==> src/common/lhg_pkg.sv <==
// Shared constants for the low-g / high-g acceleration event block.
// Assumes a single 40 MHz clock and byte-wide configuration registers.
`default_nettype none
package lhg_pkg;
    // Register byte addresses
    localparam logic [7:0] LHG_ADDR_SRC_A = 8'h58;
    localparam logic [7:0] LHG_ADDR_SRC_B = 8'h59;
    localparam logic [7:0] LHG_ADDR_LOW_DUR = 8'h5a;
    localparam logic [7:0] LHG_ADDR_LOW_TH = 8'h5b;
    localparam logic [7:0] LHG_ADDR_HYS_MODE = 8'h5c;
    localparam logic [7:0] LHG_ADDR_HIGH_DUR = 8'h5d;
    localparam logic [7:0] LHG_ADDR_HIGH_TH = 8'h5e;

    // Reset values
    localparam logic [7:0] LHG_RST_SRC_A = 8'h00;
    localparam logic [7:0] LHG_RST_SRC_B = 8'h00;
    localparam logic [7:0] LHG_RST_LOW_DUR = 8'h07;
    localparam logic [7:0] LHG_RST_LOW_TH = 8'h30;
    localparam logic [7:0] LHG_RST_HYS_MODE = 8'h81;
    localparam logic [7:0] LHG_RST_HIGH_DUR = 8'h0b;
    localparam logic [7:0] LHG_RST_HIGH_TH = 8'hc0;

    // Implemented bits; reserved bits are not stored and read as zero
    localparam logic [7:0] LHG_MASK_SRC_A = 8'h88;
    localparam logic [7:0] LHG_MASK_SRC_B = 8'h80;
    localparam logic [7:0] LHG_MASK_HYS_MODE = 8'hc7;

    // Field positions
    localparam int LHG_BIT_LH_SRC = 7;
    localparam int LHG_BIT_TAP_SRC = 3;
    localparam int LHG_BIT_MOT_SRC = 7;
    localparam int LHG_BIT_LOW_MODE = 2;
    localparam int LHG_LSB_LOW_HY = 0;
    localparam int LHG_LSB_HIGH_HY = 6;

    // Sample layout: three signed axes, X in the top lane
    localparam int LHG_AXW = 16;
    localparam int LHG_VECW = 3 * LHG_AXW;
    // Magnitude width in fine units (one 2 g range LSB, about 0.061 mg)
    localparam int LHG_FW = 22;
    // Threshold zero value is 64 fine units, one step is 128 (2^7)
    localparam logic [LHG_FW-1:0] LHG_TH_ZERO_FINE = 22'h000040;
    localparam int LHG_TH_STEP_SHIFT = 7;
    // One hysteresis step, 125 mg, is 2048 fine units (2^11)
    localparam int LHG_HY_STEP_SHIFT = 11;

    // Delay tick: 2.5 ms at 40 MHz
    localparam int LHG_CLK_KHZ = 40000;
    localparam int LHG_TICK_US = 2500;
    localparam int LHG_TICK_CYC = LHG_TICK_US * LHG_CLK_KHZ / 1000;

    // Persistence tracker states
    typedef enum logic [2:0] {
        LHG_ST_IDLE = 3'b001,
        LHG_ST_WAIT = 3'b010,
        LHG_ST_FIRE = 3'b100
    } lhg_state_e;
endpackage
`default_nettype wire

==> src/hw/lhg_persist.sv <==
// Persistence tracker: raises an event after a condition has held long enough.
// Assumes set and release are never true together and tick is a one-cycle pulse.
`timescale 1ns/1ps
`default_nettype none
module lhg_persist
    import lhg_pkg::*;
(
    // Clock and reset
    input wire logic mclk_i,
    input wire logic rstn_i,
    // Timing and configuration
    input wire logic tick_i,
    input wire logic [7:0] dur_i,
    // Condition inputs
    input wire logic set_i,
    input wire logic release_i,
    // Event output
    output logic irq_o
);
    lhg_state_e state_q, state_d; // Tracker state
    logic [7:0] cnt_q, cnt_d; // Ticks seen while condition holds
    logic irq_q, irq_d; // Event level

    // Next-state logic for the tracker
    always_comb begin
        state_d = state_q;
        cnt_d = cnt_q;
        irq_d = irq_q;
        case (state_q)
            LHG_ST_IDLE: begin
                // Condition entered: start counting from zero
                if (set_i) begin
                    state_d = LHG_ST_WAIT;
                    cnt_d = 8'h00;
                end
            end
            LHG_ST_WAIT: begin
                // Falling back past hysteresis restarts the delay
                if (release_i) begin
                    state_d = LHG_ST_IDLE;
                end else if (tick_i) begin
                    // Fire on the (delay + 1)th tick
                    if (cnt_q == dur_i) begin
                        state_d = LHG_ST_FIRE;
                        irq_d = 1'b1;
                    end else begin
                        cnt_d = cnt_q + 8'h01;
                    end
                end
            end
            LHG_ST_FIRE: begin
                // Event holds until the condition is released
                if (release_i) begin
                    state_d = LHG_ST_IDLE;
                    irq_d = 1'b0;
                end
            end
            default: begin
                state_d = LHG_ST_IDLE;
                cnt_d = 8'h00;
                irq_d = 1'b0;
            end
        endcase
    end

    // State registers
    always_ff @(posedge mclk_i or negedge rstn_i) begin
        if (!rstn_i) begin
            state_q <= LHG_ST_IDLE;
            cnt_q <= 8'h00;
            irq_q <= 1'b0;
        end else begin
            state_q <= state_d;
            cnt_q <= cnt_d;
            irq_q <= irq_d;
        end
    end

    assign irq_o = irq_q;
endmodule
`default_nettype wire

==> src/hw/lhg_core.sv <==
// Low-g / high-g detection with data source selection and its registers.
// Assumes a synchronous byte register port driven by the serial host
// interface, and acceleration samples synchronous to mclk_i.
//
// What this block does
// - Source bit 7 picks low/high-g data
// - Source bit 3 picks tap data
// - Second source bit 7 picks motion data
// - Two source registers reset to zero
// - Five consecutive low/high-g configuration bytes
// - Low-g fires after (delay+1) x 2.5 ms
// - Low threshold value x 7.81 mg, zero 3.91
// - Low defaults 20 ms and 375 mg
// - High hysteresis scales with range
// - Low mode: per-axis or axis sum
// - Low hysteresis value x 125 mg
// - High-g fires after (delay+1) x 2.5 ms
// - High threshold scales with range
// - High threshold zero gives half step
// - Pre-filtered high-g blocks low power
`timescale 1ns/1ps
`default_nettype none
module lhg_core
    import lhg_pkg::*;
#(
    parameter int unsigned TICK_CYCLES = LHG_TICK_CYC // Clocks per 2.5 ms tick
) (
    // Clock and reset
    input wire logic mclk_i,
    input wire logic rstn_i,
    // Register port
    input wire logic [7:0] reg_addr_i,
    input wire logic reg_wr_i,
    input wire logic [7:0] reg_wdata_i,
    input wire logic reg_rd_i,
    output logic [7:0] reg_rdata_o,
    // Acceleration samples, X in [47:32]
    input wire logic [LHG_VECW-1:0] filt_accel_i,
    input wire logic [LHG_VECW-1:0] pref_accel_i,
    input wire logic [1:0] range_i,
    // Power management
    input wire logic low_power_req_i,
    output logic low_power_en_o,
    // Data to the tap and motion engines
    output logic [LHG_VECW-1:0] tap_accel_o,
    output logic [LHG_VECW-1:0] mot_accel_o,
    // Events
    output logic low_g_irq_o,
    output logic high_g_irq_o
);
    if (TICK_CYCLES < 2) begin : g_tick_chk
        $error("TICK_CYCLES must be at least 2");
    end

    // Magnitude of one axis in fine units for the given range
    function automatic logic [LHG_FW-1:0] lhg_fine(input logic [LHG_AXW-1:0] a,
                                                   input logic [1:0] r);
        logic [LHG_AXW-1:0] mag;
        mag = a[LHG_AXW-1] ? (~a + 16'h0001) : a;
        return LHG_FW'({6'h00, mag}) << r;
    endfunction

    // Threshold in fine units at 2 g scale
    function automatic logic [LHG_FW-1:0] lhg_th(input logic [7:0] th);
        return (th == 8'h00) ? LHG_TH_ZERO_FINE :
               (LHG_FW'({14'h0000, th}) << LHG_TH_STEP_SHIFT);
    endfunction

    // Hysteresis in fine units at 2 g scale
    function automatic logic [LHG_FW-1:0] lhg_hy(input logic [1:0] hy);
        return LHG_FW'({20'h00000, hy}) << LHG_HY_STEP_SHIFT;
    endfunction

    // Configuration registers
    logic [7:0] src_a_q, src_a_d; // Low/high-g and tap source
    logic [7:0] src_b_q, src_b_d; // Motion source
    logic [7:0] low_dur_q, low_dur_d; // Low-g delay
    logic [7:0] low_th_q, low_th_d; // freefall_threshold
    logic [7:0] hys_q, hys_d; // Hysteresis and low-g mode
    logic [7:0] high_dur_q, high_dur_d; // High-g delay
    logic [7:0] high_th_q, high_th_d; // shock_threshold
    logic [7:0] rdata_q, rdata_d; // Registered read data

    // Register writes and reads
    always_comb begin
        src_a_d = src_a_q;
        src_b_d = src_b_q;
        low_dur_d = low_dur_q;
        low_th_d = low_th_q;
        hys_d = hys_q;
        high_dur_d = high_dur_q;
        high_th_d = high_th_q;
        rdata_d = rdata_q;
        // Consecutive byte map starting at the two bases
        if (reg_wr_i) begin
            case (reg_addr_i)
                LHG_ADDR_SRC_A: src_a_d = reg_wdata_i & LHG_MASK_SRC_A;
                LHG_ADDR_SRC_B: src_b_d = reg_wdata_i & LHG_MASK_SRC_B;
                LHG_ADDR_LOW_DUR: low_dur_d = reg_wdata_i;
                LHG_ADDR_LOW_TH: low_th_d = reg_wdata_i;
                LHG_ADDR_HYS_MODE: hys_d = reg_wdata_i & LHG_MASK_HYS_MODE;
                LHG_ADDR_HIGH_DUR: high_dur_d = reg_wdata_i;
                LHG_ADDR_HIGH_TH: high_th_d = reg_wdata_i;
                default: begin
                    // Unmapped addresses ignore writes
                end
            endcase
        end
        // Reads return stored bits; unmapped addresses read zero
        if (reg_rd_i) begin
            case (reg_addr_i)
                LHG_ADDR_SRC_A: rdata_d = src_a_q;
                LHG_ADDR_SRC_B: rdata_d = src_b_q;
                LHG_ADDR_LOW_DUR: rdata_d = low_dur_q;
                LHG_ADDR_LOW_TH: rdata_d = low_th_q;
                LHG_ADDR_HYS_MODE: rdata_d = hys_q;
                LHG_ADDR_HIGH_DUR: rdata_d = high_dur_q;
                LHG_ADDR_HIGH_TH: rdata_d = high_th_q;
                default: rdata_d = 8'h00;
            endcase
        end
    end

    // Register storage with documented reset values
    always_ff @(posedge mclk_i or negedge rstn_i) begin
        if (!rstn_i) begin
            src_a_q <= LHG_RST_SRC_A;
            src_b_q <= LHG_RST_SRC_B;
            low_dur_q <= LHG_RST_LOW_DUR;
            low_th_q <= LHG_RST_LOW_TH;
            hys_q <= LHG_RST_HYS_MODE;
            high_dur_q <= LHG_RST_HIGH_DUR;
            high_th_q <= LHG_RST_HIGH_TH;
            rdata_q <= 8'h00;
        end else begin
            src_a_q <= src_a_d;
            src_b_q <= src_b_d;
            low_dur_q <= low_dur_d;
            low_th_q <= low_th_d;
            hys_q <= hys_d;
            high_dur_q <= high_dur_d;
            high_th_q <= high_th_d;
            rdata_q <= rdata_d;
        end
    end

    // Source selection and power gating
    logic [LHG_VECW-1:0] lh_accel_q, lh_accel_d; // Data seen by low/high-g
    logic [LHG_VECW-1:0] tap_q, tap_d; // Data for tap engines
    logic [LHG_VECW-1:0] mot_q, mot_d; // Data for motion engines
    logic lp_q, lp_d; // Low power granted

    // Per-group multiplexers between filtered and pre-filtered data
    always_comb begin
        lh_accel_d = src_a_q[LHG_BIT_LH_SRC] ? pref_accel_i : filt_accel_i;
        tap_d = src_a_q[LHG_BIT_TAP_SRC] ? pref_accel_i : filt_accel_i;
        mot_d = src_b_q[LHG_BIT_MOT_SRC] ? pref_accel_i : filt_accel_i;
        // Pre-filtered low/high-g data keeps the sensor awake
        lp_d = low_power_req_i && !src_a_q[LHG_BIT_LH_SRC];
    end

    // Selected data and power grant registers
    always_ff @(posedge mclk_i or negedge rstn_i) begin
        if (!rstn_i) begin
            lh_accel_q <= '0;
            tap_q <= '0;
            mot_q <= '0;
            lp_q <= 1'b0;
        end else begin
            lh_accel_q <= lh_accel_d;
            tap_q <= tap_d;
            mot_q <= mot_d;
            lp_q <= lp_d;
        end
    end

    // Tick divider
    logic [31:0] div_q, div_d; // Cycle counter inside a tick
    logic tick_q, tick_d; // One-cycle tick pulse

    // Divide the clock down to the 2.5 ms delay step
    always_comb begin
        tick_d = (div_q == TICK_CYCLES - 1);
        div_d = tick_d ? 32'h00000000 : div_q + 32'h00000001;
    end

    // Divider registers
    always_ff @(posedge mclk_i or negedge rstn_i) begin
        if (!rstn_i) begin
            div_q <= 32'h00000000;
            tick_q <= 1'b0;
        end else begin
            div_q <= div_d;
            tick_q <= tick_d;
        end
    end

    // Threshold evaluation
    logic [LHG_FW-1:0] fx, fy, fz, fsum; // Axis magnitudes and their sum
    logic [LHG_FW-1:0] low_th_f, low_rel_f; // Low set and release levels
    logic [LHG_FW-1:0] high_th_f, high_hy_f, high_rel_f; // High levels
    logic low_set, low_rel, high_set, high_rel; // Condition edges

    // Compare magnitudes with thresholds and hysteresis bands
    always_comb begin
        fx = lhg_fine(lh_accel_q[3*LHG_AXW-1:2*LHG_AXW], range_i);
        fy = lhg_fine(lh_accel_q[2*LHG_AXW-1:LHG_AXW], range_i);
        fz = lhg_fine(lh_accel_q[LHG_AXW-1:0], range_i);
        fsum = fx + fy + fz;
        // Low-g levels do not depend on range
        low_th_f = lhg_th(low_th_q);
        low_rel_f = low_th_f + lhg_hy(hys_q[LHG_LSB_LOW_HY +: 2]);
        // High-g levels double with each range step
        high_th_f = lhg_th(high_th_q) << range_i;
        high_hy_f = lhg_hy(hys_q[LHG_LSB_HIGH_HY +: 2]) << range_i;
        high_rel_f = (high_hy_f > high_th_f) ? '0 : high_th_f - high_hy_f;
        // Axis sum or per-axis low-g
        if (hys_q[LHG_BIT_LOW_MODE]) begin
            low_set = fsum < low_th_f;
            low_rel = fsum > low_rel_f;
        end else begin
            low_set = (fx < low_th_f) && (fy < low_th_f) && (fz < low_th_f);
            low_rel = (fx > low_rel_f) || (fy > low_rel_f) || (fz > low_rel_f);
        end
        // Any axis above threshold sets, all below the band releases
        high_set = (fx > high_th_f) || (fy > high_th_f) || (fz > high_th_f);
        high_rel = (fx <= high_rel_f) && (fy <= high_rel_f) && (fz <= high_rel_f)
                   && !high_set;
    end

    // Low-g persistence tracker
    lhg_persist u_low (
        .mclk_i(mclk_i),
        .rstn_i(rstn_i),
        .tick_i(tick_q),
        .dur_i(low_dur_q),
        .set_i(low_set),
        .release_i(low_rel),
        .irq_o(low_g_irq_o)
    );

    // High-g persistence tracker
    lhg_persist u_high (
        .mclk_i(mclk_i),
        .rstn_i(rstn_i),
        .tick_i(tick_q),
        .dur_i(high_dur_q),
        .set_i(high_set),
        .release_i(high_rel),
        .irq_o(high_g_irq_o)
    );

    assign reg_rdata_o = rdata_q;
    assign low_power_en_o = lp_q;
    assign tap_accel_o = tap_q;
    assign mot_accel_o = mot_q;
endmodule
`default_nettype wire

==> config.mk <==
export PLATFORM = sky130hd
export DESIGN_NAME = lhg_core
export DESIGN_NICKNAME = d
export VERILOG_FILES = /design/src/common/lhg_pkg.sv /design/src/hw/lhg_persist.sv /design/src/hw/lhg_core.sv
export SDC_FILE = /design/constraint.sdc
export NUM_CORES = 1
export LEC_CHECK = 0
export ABC_CLOCK_PERIOD_IN_PS = 10790
export BUFFER_PORTS_ARGS = -buffer_cell sky130_fd_sc_hd__buf_2
export CORE_ASPECT_RATIO = 1.4
export CORE_MARGIN = 10
export CORE_UTILIZATION = 55
export CTS_BUF_LIST = sky130_fd_sc_hd__clkbuf_8
export CTS_CLUSTER_DIAMETER = 200
export DETAILED_ROUTE_END_ITERATION = 6
export PLACE_DENSITY = 0.76
export REMOVE_ABC_BUFFERS = 1
export SYNTH_ARGS = -nofsm -noshare
export SYNTH_HDL_FRONTEND = slang
export SYNTH_SLANG_ARGS = --single-unit
==> constraint.sdc <==
create_clock -name mclk_i -period 10.79 [get_ports mclk_i]
set_input_delay 0.5395 -clock mclk_i [delete_from_list [all_inputs] [get_ports mclk_i]]
set_output_delay 0.5395 -clock mclk_i [all_outputs]
set_load 0.05 [all_outputs]
==> results.rst <==
.. list-table::
   :header-rows: 1

   * - Metric
     - Value
   * - Arrival time at the worst endpoint
     - 7.56 ns
   * - Sum of routed wire length over all layers
     - 54.5 mm
   * - Vias per cell
     - 5.96
   * - Internal power component
     - 1.83 mW
   * - Fill cell total of the finished layout
     - 2837
   * - Largest net degree at the start of global routing
     - 123
   * - Number of max-capacitance violations reported
     - 0
   * - FP Rows
     - 78
   * - Mean area per synthesized cell
     - 9.70 µm²
   * - Synthesis Warnings
     - 0
   * - Final hold violation count
     - 0
   * - Nature of the critical path startpoint
     - flop
   * - Setup violations, final
     - 0
   * - Sequential share of power
     - 0.350
   * - Slowest stage cell on the critical path
     - sky130_fd_sc_hd__or4b_4
   * - IO buf count
     - 225
   * - First-pass GRT wire length
     - 85.7 mm
   * - Unique cell type count in the Yosys netlist
     - 84
   * - Critical Path Sink Type
     - flop
   * - Area of all placed cells without fillers
     - 0.0205 mm²
   * - Cell count after synthesis
     - 1881
   * - Required time of the critical path
     - 11.22 ns
   * - Clock latency on the worst-skew pair
     - 0.56 ns
   * - Number of synthesized flops with an enable pin
     - 0
   * - Via Count
     - 15.2k
   * - Total standard cell area after synthesis
     - 0.0182 mm²
   * - Dpl hpwl
     - 42.0 mm
   * - Run status
     - finished, final reports clean
   * - Post-CTS Hold Fix Bufs
     - 0
   * - Clock-pin slew of the registers on the worst-case setup and hold paths
     - 0.06 ns
   * - Vias in the first global route
     - 15.8k
   * - H-Tree Level Count
     - 2
   * - Buffer depth of the longest clock path
     - 3
   * - Cell chosen for the clock root
     - sky130_fd_sc_hd__clkbuf_8
   * - Overall routing resource usage
     - 0.259
   * - Gr ovfl total
     - 0
   * - Final setup slack of the worst path
     - 3.66 ns
   * - Sequential-to-total area share from yosys stat
     - 0.344
   * - Pre-Repair DR Iteration Count
     - 5
   * - Post-CTS Repair Setup Buffers
     - 0
   * - Clk_skew
     - 0.0126 ns
   * - Cell count of the worst reg-to-reg path
     - 30
   * - Worst min-delay path class
     - in -> async
   * - TritonCTS clock tree
     - built
   * - Portion of total power attributed to combinational logic
     - 0.394
   * - Unrepaired setup endpoints after global routing
     - false
   * - Pre-CTS WS
     - 3.54 ns
   * - Share of cells above drive strength 1
     - 0.258
   * - Setup TNS
     - 0 ns
   * - IO Count
     - 226
   * - Layout area overhead
     - 12.3%
   * - Violation count after the first detailed-route iteration
     - 949
   * - Largest stage delay on the critical path
     - 0.52 ns
   * - Switching power summed over all nets
     - 1.13 mW
   * - Net Sw Frac
     - 0.382
   * - Part of the power in the clock network
     - 0.255
   * - Relative max-transition margin
     - 0.206
   * - Worst Path Class, Setup
     - reg -> reg
   * - Die Outline Area
     - 0.0410 mm²
   * - Share of the clock period used by the worst path
     - 0.661
   * - Design Power
     - 2.95 mW
   * - Die boundary width
     - 174 µm
   * - GP Congestion
     - 0.979
   * - Highest Clock Rate
     - 0.140 GHz
   * - Detailed-route DRC error count
     - 0
   * - Number of antenna violations at the first check in global routing
     - 1
   * - Clock Sink Count
     - 250
   * - CTS buffer count
     - 39
   * - Source of the worst register-to-register timing path
     - lh_accel_q[0]
   * - Core region area
     - 0.0326 mm²
   * - Worst R2R End
     - u_low.cnt_q[3]
   * - Number of pins with negative max-slew slack in the final report
     - 0
   * - Number of synthesized register bits
     - 250
   * - Worst Max-Slew Pin Slew
     - 1.19 ns
   * - DP Area
     - 0.0198 mm²
   * - CP max FO
     - 12
   * - Fraction of registers with async set/reset
     - 1.00
   * - Maximum vdd ir drop
     - 0.118 mV
   * - Number of gates resized after cts
     - 0
   * - Total leakage power
     - 9.67 nW
   * - Routed length per placed instance
     - 21.3 µm
   * - Pwr/cell area
     - 144 mW/mm²
   * - Most instantiated flip-flop cell in the synthesis netlist
     - sky130_fd_sc_hd__dfrtp_1
   * - Starting density of the core
     - 0.560
   * - Y dimension of the die
     - 235 µm
   * - Final ANT Viol Nets
     - 0
   * - Number of nets in the layout
     - 2390
   * - Time the final worst path needs with I/O delays and setup
     - 7.13 ns
   * - Reg2Reg Setup Slack
     - 3.66 ns
registers in the layout, indices dropped and copies added (netlist names):
| register | flops |
|---|---|
| low_power_en_o | 1 |
| lh_accel_q | 48 |
| hys_q | 5 |
| u_low.cnt_q | 8 |
| high_dur_q | 8 |
| mot_accel_o | 48 |
| u_high.cnt_q | 8 |
| tick_q | 1 |
| low_th_q | 8 |
| src_a_q | 2 |
| low_dur_q | 8 |
| high_th_q | 8 |
| u_high.state_q | 3 |
| u_high.irq_o | 1 |
| tap_accel_o | 48 |
| reg_rdata_o | 8 |
| div_q | 32 |
| u_low.state_q | 3 |
| src_b_q | 1 |
| u_low.irq_o | 1 |
cells in the mapped netlist (all sizes together) (18+ instances only):
master,n,share of area
a21o,27,0.011
and3,18,0.0062
a21oi,90,0.025
mux2,200,0.12
ha,162,0.11
mux2i,43,0.024
nand2b,31,0.011
inv,127,0.026
xnor2,53,0.025
nor3,38,0.010
clkbuf,48,0.0099
nand4,35,0.012
nor2,102,0.021
o21ai,93,0.026
buf,31,0.0077
xor2,47,0.023
nor2b,23,0.0079
fa,21,0.023
nand3,58,0.016
nand2,137,0.028
dfrtp,236,0.32
routing by layer:
| metal | routed length, µm | up-vias | GRT usage |
|---|---|---|---|
| li1 | - | 7218 | - |
| met1 | 20500 | 7351 | 0.280 |
| met2 | 27200 | 492 | 0.453 |
| met3 | 3490 | 171 | 0.0627 |
| met4 | 3230 | 0 | 0.147 |
| met5 | 0 | - | 0 |
power by group through the flow:
stage                     Sequential (mW)  Combinational [mW]  Clock (mW)
final                                1.03                1.16       0.754
after global routing                 1.04                1.29       0.815
after CTS                            1.03                1.16       0.772
after detailed placement             1.05                1.15           0
after global placement               1.05                1.13           0
after floorplan                      1.11               0.739           0
worst max-delay path, delay by kind of cell (launching register included):
| kind | cells | cell delay, ns |
|---|---|---|
| compound gates | 8 | 1.62 |
| xor+xnor | 2 | 0.32 |
| fa+ha+maj | 4 | 1.43 |
| buf+inv | 3 | 0.28 |
| flops | 1 | 0.51 |
| mux | 1 | 0.20 |
| simple gates | 12 | 2.64 |
kinds of logic after synthesis:
family          after synthesis  synth area share
xor+xnor                    100            0.0484
flops                       250             0.344
buf+inv                     206            0.0438
mux                         244             0.148
compound gates              369             0.134
simple gates                528             0.147
fa+ha+maj                   183             0.134
other cells                   1          0.000206
through the flow:
stage,hold slack (ns),instances,utilization
after floorplan,0.244,1804,-
after global placement,0.446,2487,0.606
after detailed placement,0.455,2487,0.606
after CTS,0.112,2555,0.628
after global routing,0.130,2556,0.629
final,0.0563,2556,0.629
cell usage in the layout, fill, tap and decap left out, types with 21 or more instances in the layout:
| cell | n |
|---|---|
| sky130_fd_sc_hd__fa_1 | 21 |
| sky130_fd_sc_hd__nor2b_1 | 23 |
| sky130_fd_sc_hd__xnor2_1 | 53 |
| sky130_fd_sc_hd__a21o_1 | 27 |
| sky130_fd_sc_hd__o21ai_0 | 92 |
| sky130_fd_sc_hd__mux2_2 | 199 |
| sky130_fd_sc_hd__nand2b_1 | 31 |
| sky130_fd_sc_hd__nand2_1 | 137 |
| sky130_fd_sc_hd__dfrtp_1 | 233 |
| sky130_fd_sc_hd__buf_2 | 224 |
| sky130_fd_sc_hd__a21oi_1 | 89 |
| sky130_fd_sc_hd__nor3_1 | 38 |
| sky130_fd_sc_hd__nand3_1 | 58 |
| sky130_fd_sc_hd__nor2_1 | 102 |
| sky130_fd_sc_hd__mux2i_1 | 43 |
| sky130_fd_sc_hd__nand4_1 | 35 |
| sky130_fd_sc_hd__ha_1 | 162 |
| sky130_fd_sc_hd__xor2_1 | 46 |
| sky130_fd_sc_hd__clkbuf_8 | 46 |
| sky130_fd_sc_hd__inv_1 | 143 |
area by class of cell:
class / instances / area (µm²) / area share
multi-input cells: 1427 / 11200 / 0.546
flip-flops and latches: 250 / 6280 / 0.306
repair buffers: 243 / 1270 / 0.0620
clock buffers: 46 / 633 / 0.0309
well taps: 440 / 551 / 0.0269
inverters: 127 / 477 / 0.0233
clock inverters: 22 / 98.8 / 0.00482
diodes: 1 / 2.50 / 0.000122
how the worst max path moves through the flow:
stage                             start              to  slack (ns)  cells after the start
after floorplan           lh_accel_q[0]  u_low.cnt_q[3]        4.73                     30
after global placement       range_i[0]  u_low.cnt_q[3]        3.67                     27
after detailed placement     range_i[0]  u_low.cnt_q[3]        3.54                     27
after CTS                 lh_accel_q[0]  u_low.cnt_q[3]        3.76                     30
after global routing      lh_accel_q[0]  u_low.cnt_q[3]        3.27                     30
final                     lh_accel_q[0]  u_low.cnt_q[3]        3.66                     30
No activity file was read; power rests on OpenSTA's default activity.
